## config.mk

```make
export PLATFORM = sky130hd
export DESIGN_NAME = gauge_power_mode_control
export DESIGN_NICKNAME = d
export VERILOG_FILES = /design/src/power_mode_pkg.sv /design/src/sync_two_ff.sv /design/src/gauge_power_mode_control.sv
export SDC_FILE = /design/constraint.sdc
export NUM_CORES = 1
export LEC_CHECK = 0
export ABC_AREA = 1
export BUFFER_PORTS_ARGS = -buffer_cell sky130_fd_sc_hd__buf_2
export CAP_MARGIN = 30
export CORE_UTILIZATION = 45
export CTS_BUF_LIST = sky130_fd_sc_hd__clkbuf_8
export CTS_CLUSTER_SIZE = 40
export DETAILED_ROUTE_END_ITERATION = 6
export SETUP_SLACK_MARGIN = 0.5
export SLEW_MARGIN = 20
export SYNTH_ARGS = -nofsm -noshare
export SYNTH_HDL_FRONTEND = slang
export SYNTH_HIERARCHICAL = 1
export SYNTH_SLANG_ARGS = --single-unit
```

## constraint.sdc

```tcl
create_clock -name clk_sys -period 2.54 [get_ports clk_sys]
set_clock_uncertainty 0.1 [all_clocks]
set_input_delay 0.635 -clock clk_sys [delete_from_list [all_inputs] [get_ports clk_sys]]
set_output_delay 0.635 -clock clk_sys [all_outputs]
set_load 0.02 [all_outputs]
```

## src/power_mode_pkg.sv

```systemverilog
// Package of constants and types for the gauge power-mode sequencer.
// Assumes a single 100 MHz system clock and a synchronous active-low reset.
package power_mode_pkg;

   // ********************************************************************
   // Clock and times.
   // ********************************************************************
   localparam longint CLK_HZ = 100000000;
   localparam longint LINE_LOW_MS = 18000;          // Line-low time before sleep or ship.
   localparam longint WAKE_PERIOD_DS = 26160;       // Timed wake period, 43.6 min in 0.1 s.
   localparam longint LINE_LOW_CYCLES = (LINE_LOW_MS * CLK_HZ) / 1000;
   localparam longint WAKE_CYCLES = (WAKE_PERIOD_DS * CLK_HZ) / 10;
   localparam int CNT_W = 48;

   // ********************************************************************
   // Register map.
   // ********************************************************************
   localparam logic [6:0] ADDR_CTRL = 7'h00;        // Control command register.
   localparam logic [6:0] ADDR_MODE = 7'h01;        // Mode register.
   localparam logic [6:0] ADDR_CONFIG = 7'h02;      // Activity magnitude threshold.
   localparam logic [6:0] ADDR_STATUS = 7'h03;      // Power state and flags.
   localparam logic [6:0] ADDR_RETAIN = 7'h04;      // Retained-data valid flag.
   localparam logic [7:0] CMD_SHIP_ARM = 8'hA9;     // Control value that arms ship mode.
   localparam int MODE_SHIP_BIT = 0;
   localparam logic [7:0] MODE_RESET = 8'h00;
   localparam logic [3:0] THRESH_RESET = 4'h0;

   // Power states.
   typedef enum logic [2:0] {
      ST_ACTIVE,
      ST_WAKE_CHECK,
      ST_SLEEP,
      ST_SHIP,
      ST_HIBERNATE
   } power_state_e;

endpackage

```

## src/sync_two_ff.sv

```systemverilog
// Two flip-flop synchroniser for a single level from outside the clock domain.
// Assumes the input may change at any time relative to clk_sys.
module sync_two_ff (
   input wire logic clk_sys,
   input wire logic rst_n,
   input wire logic reset_level,
   input wire logic async_in,
   output logic sync_out
);

   logic stage_one;

   // Only the second stage reads the first.
   always_ff @(posedge clk_sys) begin
      if (!rst_n) begin
         stage_one <= reset_level;
         sync_out <= reset_level;
      end else begin
         stage_one <= async_in;
         sync_out <= stage_one;
      end
   end

endmodule // sync_two_ff

```

## src/gauge_power_mode_control.sv

```systemverilog
// Power-mode sequencer of a single-cell gas gauge: active, sleep, ship, hibernate.
// Assumes line, supply and activity inputs are asynchronous and pass synchronisers.
//
// Our own choices: strobed register access and the register addresses.
module gauge_power_mode_control #(
   // Timer limits in cycles; a bench may shorten them to reach sleep and ship.
   parameter longint LOW_LIMIT = power_mode_pkg::LINE_LOW_CYCLES,
   parameter longint WAKE_LIMIT = power_mode_pkg::WAKE_CYCLES
) (
   input wire logic clk_sys,
   input wire logic rst_n,
   input wire logic single_wire_line,
   input wire logic two_wire_clock_line,
   input wire logic two_wire_data_line,
   input wire logic two_wire_mode,
   input wire logic activity_above_threshold,
   input wire logic avg_current_below_floor,
   input wire logic supply_above_por,
   input wire logic retention_supply_ok,
   input wire logic [6:0] reg_addr,
   input wire logic [7:0] reg_wdata,
   input wire logic reg_wr,
   input wire logic reg_rd,
   output logic [7:0] reg_rdata,
   output logic [3:0] activity_magnitude_threshold,
   output logic gauging_enable,
   output logic self_discharge_enable,
   output logic temp_hold,
   output logic temp_refresh,
   output logic functions_halted,
   output logic full_reset_req,
   output logic retain_gauge_data,
   output logic [2:0] power_state
);

   // ********************************************************************
   // Input synchronisers.
   // ********************************************************************
   logic swl_s, clk_line_s, data_line_s, act_s, avg_s, por_s, rbi_s;

   // Lines rest high and supply rests good after the synchroniser resets.
   sync_two_ff u_sync_swl (.clk_sys(clk_sys), .rst_n(rst_n), .reset_level(1'b1),
      .async_in(single_wire_line), .sync_out(swl_s));
   sync_two_ff u_sync_clk (.clk_sys(clk_sys), .rst_n(rst_n), .reset_level(1'b1),
      .async_in(two_wire_clock_line), .sync_out(clk_line_s));
   sync_two_ff u_sync_dta (.clk_sys(clk_sys), .rst_n(rst_n), .reset_level(1'b1),
      .async_in(two_wire_data_line), .sync_out(data_line_s));
   sync_two_ff u_sync_act (.clk_sys(clk_sys), .rst_n(rst_n), .reset_level(1'b0),
      .async_in(activity_above_threshold), .sync_out(act_s));
   sync_two_ff u_sync_avg (.clk_sys(clk_sys), .rst_n(rst_n), .reset_level(1'b0),
      .async_in(avg_current_below_floor), .sync_out(avg_s));
   sync_two_ff u_sync_por (.clk_sys(clk_sys), .rst_n(rst_n), .reset_level(1'b1),
      .async_in(supply_above_por), .sync_out(por_s));
   sync_two_ff u_sync_rbi (.clk_sys(clk_sys), .rst_n(rst_n), .reset_level(1'b0),
      .async_in(retention_supply_ok), .sync_out(rbi_s));

   // ********************************************************************
   // Line and activity decode.
   // ********************************************************************
   logic any_line_low, all_lines_high, activity_low;

   // The active interface picks which lines count.
   assign any_line_low = two_wire_mode ? (!clk_line_s || !data_line_s) : !swl_s;
   assign all_lines_high = !any_line_low;
   // A zero threshold also asks for the average current to be small.
   assign activity_low = !act_s &&
      ((activity_magnitude_threshold != 4'h0) || avg_s);

   // ********************************************************************
   // Registers and bus.
   // ********************************************************************
   logic [7:0] mode_reg;
   logic ship_armed;
   logic retained;
   power_mode_pkg::power_state_e state, next_state;
   // Local names for the power states, so the logic below reads plainly.
   localparam power_mode_pkg::power_state_e ST_ACTIVE = power_mode_pkg::ST_ACTIVE;
   localparam power_mode_pkg::power_state_e ST_WAKE_CHECK = power_mode_pkg::ST_WAKE_CHECK;
   localparam power_mode_pkg::power_state_e ST_SLEEP = power_mode_pkg::ST_SLEEP;
   localparam power_mode_pkg::power_state_e ST_SHIP = power_mode_pkg::ST_SHIP;
   localparam power_mode_pkg::power_state_e ST_HIBERNATE = power_mode_pkg::ST_HIBERNATE;
   logic wr_ctrl, wr_mode, wr_cfg, arm_cmd, rd_hit;
   logic [7:0] rd_mux;

   assign wr_ctrl = reg_wr && (reg_addr == power_mode_pkg::ADDR_CTRL);
   assign wr_mode = reg_wr && (reg_addr == power_mode_pkg::ADDR_MODE);
   assign wr_cfg = reg_wr && (reg_addr == power_mode_pkg::ADDR_CONFIG);
   assign arm_cmd = wr_ctrl && (reg_wdata == power_mode_pkg::CMD_SHIP_ARM)
      && mode_reg[power_mode_pkg::MODE_SHIP_BIT];

   // Read multiplexer; unmapped addresses read zero.
   always_comb begin
      rd_mux = 8'h00;
      if (reg_addr == power_mode_pkg::ADDR_MODE) begin
         rd_mux = mode_reg;
      end else if (reg_addr == power_mode_pkg::ADDR_CONFIG) begin
         rd_mux = {4'h0, activity_magnitude_threshold};
      end else if (reg_addr == power_mode_pkg::ADDR_STATUS) begin
         rd_mux = {3'h0, ship_armed, any_line_low, 3'(state)};
      end else if (reg_addr == power_mode_pkg::ADDR_RETAIN) begin
         rd_mux = {7'h00, retained};
      end
   end
   assign rd_hit = reg_rd;

   // Register writes and read data, held one cycle after the strobe.
   always_ff @(posedge clk_sys) begin
      if (!rst_n) begin
         mode_reg <= power_mode_pkg::MODE_RESET;
         activity_magnitude_threshold <= power_mode_pkg::THRESH_RESET;
         reg_rdata <= 8'h00;
      end else begin
         if (wr_mode) mode_reg <= reg_wdata;
         if (wr_cfg) activity_magnitude_threshold <= reg_wdata[3:0];
         reg_rdata <= rd_hit ? rd_mux : 8'h00;
      end
   end

   // ********************************************************************
   // Timers.
   // ********************************************************************
   logic [power_mode_pkg::CNT_W-1:0] low_cnt, wake_cnt;
   // Limits are cut to the counter width; both fit with room to spare.
   typedef logic [power_mode_pkg::CNT_W-1:0] cnt_t;
   logic low_done, wake_due;

   assign low_done = (low_cnt >= cnt_t'(LOW_LIMIT));
   assign wake_due = (wake_cnt >= cnt_t'(WAKE_LIMIT - 1));

   // Line-low timer counts while any line of the active interface is low, clears when all of those lines are high.
   always_ff @(posedge clk_sys) begin
      if (!rst_n) begin
         low_cnt <= '0;
      end else if (all_lines_high) begin
         low_cnt <= '0;
      end else if (!low_done) begin
         low_cnt <= low_cnt + 1'b1;
      end
   end

   // Wake timer runs only in sleep.
   always_ff @(posedge clk_sys) begin
      if (!rst_n || state != ST_SLEEP) begin
         wake_cnt <= '0;
      end else begin
         wake_cnt <= wake_cnt + 1'b1;
      end
   end

   // ********************************************************************
   // Power state machine.
   // ********************************************************************
   always_comb begin
      next_state = state;
      case (state)
         ST_ACTIVE: begin
            // Ship wins over sleep once armed; transients only restart the timer.
            if (ship_armed && low_done) next_state = ST_SHIP;
            else if (!ship_armed && low_done && activity_low) next_state = ST_SLEEP;
         end
         ST_WAKE_CHECK: begin
            if (all_lines_high) next_state = ST_ACTIVE;
            else if (activity_low && low_done) next_state = ST_SLEEP;
         end
         ST_SLEEP: begin
            if (all_lines_high) next_state = ST_ACTIVE;
            else if (wake_due) next_state = ST_WAKE_CHECK;
         end
         ST_SHIP: begin
            // Wakes once every line that counts is high; normal sleep rules then apply.
            if (all_lines_high) next_state = ST_ACTIVE;
         end
         default: next_state = ST_ACTIVE;
      endcase
      if (!por_s) next_state = ST_HIBERNATE;
      else if (state == ST_HIBERNATE) next_state = ST_ACTIVE;
   end

   logic leaving_ship;
   assign leaving_ship = (state == ST_SHIP) && (next_state != ST_SHIP);

   // State, arming and retention flag.
   always_ff @(posedge clk_sys) begin
      if (!rst_n) begin
         state <= ST_ACTIVE;
         ship_armed <= 1'b0;
         full_reset_req <= 1'b0;
         retained <= 1'b0;
      end else begin
         state <= next_state;
         full_reset_req <= leaving_ship;
         if (state == ST_SHIP) ship_armed <= 1'b0;
         else if (arm_cmd) ship_armed <= 1'b1;
         if (state == ST_HIBERNATE && next_state == ST_ACTIVE) retained <= rbi_s;
         else if (leaving_ship) retained <= 1'b0;
      end
   end

   // ********************************************************************
   // Outputs.
   // ********************************************************************
   assign power_state = 3'(state);
   assign gauging_enable = (state == ST_ACTIVE) || (state == ST_WAKE_CHECK);
   assign self_discharge_enable = (state != ST_SHIP) && (state != ST_HIBERNATE);
   assign temp_hold = (state == ST_SLEEP);
   assign temp_refresh = (state == ST_SLEEP) && wake_due;
   assign functions_halted = (state == ST_SHIP) || (state == ST_HIBERNATE);
   assign retain_gauge_data = retained;

   // ********************************************************************
   // Assertions.
   // ********************************************************************
   property p_sleep_entry;
      @(posedge clk_sys) disable iff (!rst_n)
      (state == ST_ACTIVE && !ship_armed && low_done && activity_low && por_s)
      |=> (state == ST_SLEEP);
   endproperty
   a_sleep_entry: assert property (p_sleep_entry) else $error("sleep not entered");

   property p_wake_lines;
      @(posedge clk_sys) disable iff (!rst_n)
      (state == ST_SLEEP && all_lines_high && por_s) |=> (state == ST_ACTIVE);
   endproperty
   a_wake_lines: assert property (p_wake_lines) else $error("sleep not left");

   property p_zero_thresh;
      @(posedge clk_sys) disable iff (!rst_n)
      (state == ST_ACTIVE && activity_magnitude_threshold == 4'h0 && !avg_s)
      |=> (state != ST_SLEEP);
   endproperty
   a_zero_thresh: assert property (p_zero_thresh) else $error("slept above floor");

   property p_arm;
      @(posedge clk_sys) disable iff (!rst_n)
      (arm_cmd && state != ST_SHIP) |=> ship_armed;
   endproperty
   a_arm: assert property (p_arm) else $error("ship not armed");

   property p_ship_needs_arm;
      @(posedge clk_sys) disable iff (!rst_n)
      (state != ST_SHIP) ##1 (state == ST_SHIP) |-> $past(ship_armed) && $past(low_done);
   endproperty
   a_ship_needs_arm: assert property (p_ship_needs_arm) else $error("bad ship entry");

   property p_ship_exit_reset;
      @(posedge clk_sys) disable iff (!rst_n)
      (state == ST_SHIP) ##1 (state != ST_SHIP) |-> full_reset_req;
   endproperty
   a_ship_exit_reset: assert property (p_ship_exit_reset) else $error("no reset on exit");

   property p_hibernate;
      @(posedge clk_sys) disable iff (!rst_n)
      !por_s |=> (state == ST_HIBERNATE);
   endproperty
   a_hibernate: assert property (p_hibernate) else $error("hibernate missed");

   property p_timer_restart;
      @(posedge clk_sys) disable iff (!rst_n)
      all_lines_high |=> (low_cnt == '0);
   endproperty
   a_timer_restart: assert property (p_timer_restart) else $error("timer not cleared");

   property p_sleep_outputs;
      @(posedge clk_sys) disable iff (!rst_n)
      (state == ST_SLEEP) |-> temp_hold && !gauging_enable && self_discharge_enable;
   endproperty
   a_sleep_outputs: assert property (p_sleep_outputs) else $error("sleep outputs wrong");

   property p_timed_wake;
      @(posedge clk_sys) disable iff (!rst_n)
      (state == ST_SLEEP && wake_due && any_line_low && por_s) |=> (state == ST_WAKE_CHECK);
   endproperty
   a_timed_wake: assert property (p_timed_wake) else $error("timed wake missed");

   property p_resleep;
      @(posedge clk_sys) disable iff (!rst_n)
      (state == ST_WAKE_CHECK && any_line_low && activity_low && low_done && por_s)
      |=> (state == ST_SLEEP);
   endproperty
   a_resleep: assert property (p_resleep) else $error("no return to sleep");

   property p_ship_wake;
      @(posedge clk_sys) disable iff (!rst_n)
      (state == ST_SHIP && all_lines_high && por_s) |=> (state == ST_ACTIVE);
   endproperty
   a_ship_wake: assert property (p_ship_wake) else $error("ship not left");

   property p_ship_halt;
      @(posedge clk_sys) disable iff (!rst_n)
      (state == ST_SHIP) |-> functions_halted && !gauging_enable && !self_discharge_enable;
   endproperty
   a_ship_halt: assert property (p_ship_halt) else $error("ship not halted");

   property p_retain;
      @(posedge clk_sys) disable iff (!rst_n)
      (state == ST_HIBERNATE && por_s) |=> (retain_gauge_data == $past(rbi_s));
   endproperty
   a_retain: assert property (p_retain) else $error("retention flag wrong");

endmodule // gauge_power_mode_control

```

==> impl_metrics.ini <==
[status]
run_status = finished clean

[critical_path]
most_frequent_cell_on_the_critical_path = sky130_fd_sc_hd__nand2_1
critical_path.endpoint_type = primary output
timing.reg2reg.worst_path_depth = 19
reg2reg_to = retain_gauge_data
path_buf_inv = 2
reg2reg_slack_ps = 130
regToRegStartpoint = wake_cnt[20]
worst-endpoint-required_ps = 1800
worst_path_max_delay_cell = sky130_fd_sc_hd__dfxtp_1
setup.worst_path.start_class = flip-flop
path_cells = nand2_1 -> o211ai_1 -> nand2_1 -> nand2_1 -> nand2_1 -> nand3_2 -> nand2_2 -> inv_2 -> buf_6
timing.setup.critical_path_class = flip-flop to primary output
timing.critical_path.arrival_ps = 1730
cp_slowest_stage_delay_ps = 400
critical_path_peak_fanout = 4
dominant_delay_contributor_by_cell_family_on_the_critical_path = simple AND/OR/NAND/NOR gates

[finish]
finish.net_count = 1092
mostFrequentLayoutCell = sky130_fd_sc_hd__nand2_1
layout_common_cells = sky130_fd_sc_hd__nand2_1, sky130_fd_sc_hd__inv_1, sky130_fd_sc_hd__dfxtp_1, sky130_fd_sc_hd__nor2_1, sky130_fd_sc_hd__a21oi_1
num_antenna_cells = 0
area_growth_pct = 26.3
layout-drive-gt1-share_pct = 28.0
finalInstanceArea_um2 = 8330
stdcell_count = 1253
layout_top_registers = low_cnt (48), wake_cnt (48)
finalCoreUtilization_pct = 59.1

[worst_hold_path]
holdPathStages = 3
min_from = two_wire_clock_line
hold-path-endpoint = u_sync_clk/stage_one
hold_path_class = input pin to flip-flop

[timing]
fmax_ghz = 0.405
setup_repair_after_global_routing_missed_its_margin = true
final.min_clock_period_ps = 2470
slew_violations = 0
hold_violations = 0
setup_violations = 0
final_critical_path_setup_slack_ps = 71.3
worst_slew_margin_rel_pct = 59.5
worst_pin_slew_ps = 606
tcrit_tclk_final_pct = 97.2
setup-tns-final_ps = 0

[placement]
dpl.cell_count = 1179
globalplace.congestion = 0.835
pre_cts_slack_ps = 263
port_buffers = 48
detailed_place.area_um2 = 7150
detailed_place_hpwl_um = 11300

[synthesis]
post_synthesis_average_cell_area_um2 = 6.98
synth_warnings = 6
synth_enable_flop_cells = 0
synth_top_cells_by_area = sky130_fd_sc_hd__dfxtp_1, sky130_fd_sc_hd__nand2_1, sky130_fd_sc_hd__inv_1
yosys_register_bits = 136
mappedNetlistArea_um2 = 6590
synth_largest_area_cell = sky130_fd_sc_hd__dfxtp_1
synth.lib_cells_used.distinct = 47
netlist.area_leader.share_pct = 41.3
ys_seq_area_share_pct = 41.3
syn-instance-count = 944
async_flop_share_pct = 0
synth-main-ff-cell = sky130_fd_sc_hd__dfxtp_1

[detailed_routing]
viasPerCell = 4.95
wl_per_cell_um = 12.8
antenna_left = 0
drtPass1Iterations = 5
dr.first_iter.drc_count = 409
routed_wl_um = 16000
drc_errors = 0
dr_total_vias = 6198

[global_route]
grt.total_usage_pct = 21.8
met2_usage_pct = 34.9
grt_antenna_before_repair = 0
global_route.overflow_total = 0
grt_pass1_wl_um = 25900
groute.layer.met1.usage_pct = 29.5
gr-max-usage-layer = met2
grt_pass1_vias = 5599
global_routing_usage_on_met3_pct = 4.66
pin_count_of_the_biggest_net_entering_global_routing = 32

[clock_tree]
tritoncts_buffer_count = 17
root_buffer = sky130_fd_sc_hd__clkbuf_8
clk_pin_slew_ps = 70
cts_hold_repair.buffers = 0
clock_sink_count = 136
cts-root-to-sink-buffers = 2
cts_max_level = 4
clk_latency_ps = 440
tritoncts = built

[power_and_ir_drop]
p_leak_nw = 3.26
vdd_ir_drop_max_v = 0.000357
pwr_density_cell_nw_per_um2 = 507

[floorplan]
die_w_um = 123
placementRows = 43
core_area_um2 = 14100
die_y_um = 123
total_die_area_um2 = 15100
num_io_pins = 49
initial_utilization_pct = 46.8

[run]
max_cap_viol_count = 0
final cells by class:
class                      instances  area, µm²
clock buffer                      18        248
clock inverter                    12        160
fill                            1367       5770
inverter                         151        579
multi-input combinational        648       3590
sequential                       136       2760
tap                              180        225
timing repair buffer             108        761
how the worst max path moves through the flow:
stage | startpoint | end | slack, ps | cells past startpoint
3_3_place_gp | wake_cnt[0] | wake_cnt[40] | 300 | 18
4_1_cts | wake_cnt[12] | temp_refresh | 20 | 9
5_1_grt | wake_cnt[0] | temp_refresh | -60 | 12
3_5_place_dp | wake_cnt[0] | wake_cnt[40] | 260 | 18
2_1_floorplan | wake_cnt[0] | wake_cnt[40] | 470 | 18
6_report | wake_cnt[20] | temp_refresh | 70 | 9
per-layer routing:
layer / wire length, µm / share of wire, %
met1: 7630 / 48
met2: 7560 / 47
met3: 620 / 3.9
met4: 231 / 1.4
met5: 0 / 0
kinds of logic (layout without fill, tap and decap cells):
kind of cell             Yosys count  in the layout  share of synthesized area [%]
flip-flops                       136            136                           41.3
XOR/XNOR                          10             10                           1.33
AND/OR/NAND/NOR                  497            497                           36.2
adder cells (fa/ha/maj)            3              3                          0.570
AO/OA/AOI/OAI                    131            131                           10.9
other                              2              7                          0.114
buffers and inverters            165            289                           9.57
synth_stat cells (2+ instances only):
master / number
sky130_fd_sc_hd__a21oi_1: 66
sky130_fd_sc_hd__a21oi_2: 2
sky130_fd_sc_hd__and3_1: 3
sky130_fd_sc_hd__buf_1: 4
sky130_fd_sc_hd__buf_2: 2
sky130_fd_sc_hd__clkbuf_1: 7
sky130_fd_sc_hd__conb_1: 2
sky130_fd_sc_hd__dfxtp_1: 136
sky130_fd_sc_hd__ha_1: 3
sky130_fd_sc_hd__inv_1: 145
sky130_fd_sc_hd__inv_2: 5
sky130_fd_sc_hd__nand2_1: 184
sky130_fd_sc_hd__nand2_2: 19
sky130_fd_sc_hd__nand2_4: 3
sky130_fd_sc_hd__nand3_1: 33
sky130_fd_sc_hd__nand3_2: 2
sky130_fd_sc_hd__nand3_4: 2
sky130_fd_sc_hd__nand3b_1: 2
sky130_fd_sc_hd__nand4_1: 28
sky130_fd_sc_hd__nor2_1: 121
sky130_fd_sc_hd__nor2_2: 6
sky130_fd_sc_hd__nor2_4: 7
sky130_fd_sc_hd__nor3_1: 60
sky130_fd_sc_hd__nor3_2: 8
sky130_fd_sc_hd__nor3b_1: 2
sky130_fd_sc_hd__nor3b_2: 2
sky130_fd_sc_hd__nor4_1: 12
sky130_fd_sc_hd__o211ai_1: 3
sky130_fd_sc_hd__o21a_1: 6
sky130_fd_sc_hd__o21ai_0: 42
sky130_fd_sc_hd__o21ai_1: 3
sky130_fd_sc_hd__xnor2_1: 2
sky130_fd_sc_hd__xor2_1: 8
where the power goes:
group | total [mW] | internal [mW] | switching (mW)
clock | 1.89 | 1.07 | 0.820
combinational | 0.167 | 0.0644 | 0.103
sequential | 2.17 | 2.15 | 0.0140
total | 4.22 | 3.29 | 0.936
through the flow:
stage	total power, mW	hold WS [ps]
floorplan	2.30	303
global placement	2.37	309
detailed placement	2.37	310
CTS	4.26	257
global route	4.38	268
finish	4.22	287
worst min-delay path, cell delays in order:
cell	delay [ps]
sky130_fd_sc_hd__buf_2	70
sky130_fd_sc_hd__nand2_1	40
sky130_fd_sc_hd__nand2_1	50
timing repair:
item,CTS,global route
resized for setup,56,99
setup endpoints to repair,34,51
setup buffers,21,23
pin swaps,8,34
Note: power is estimated with default switching activity, not from simulation.
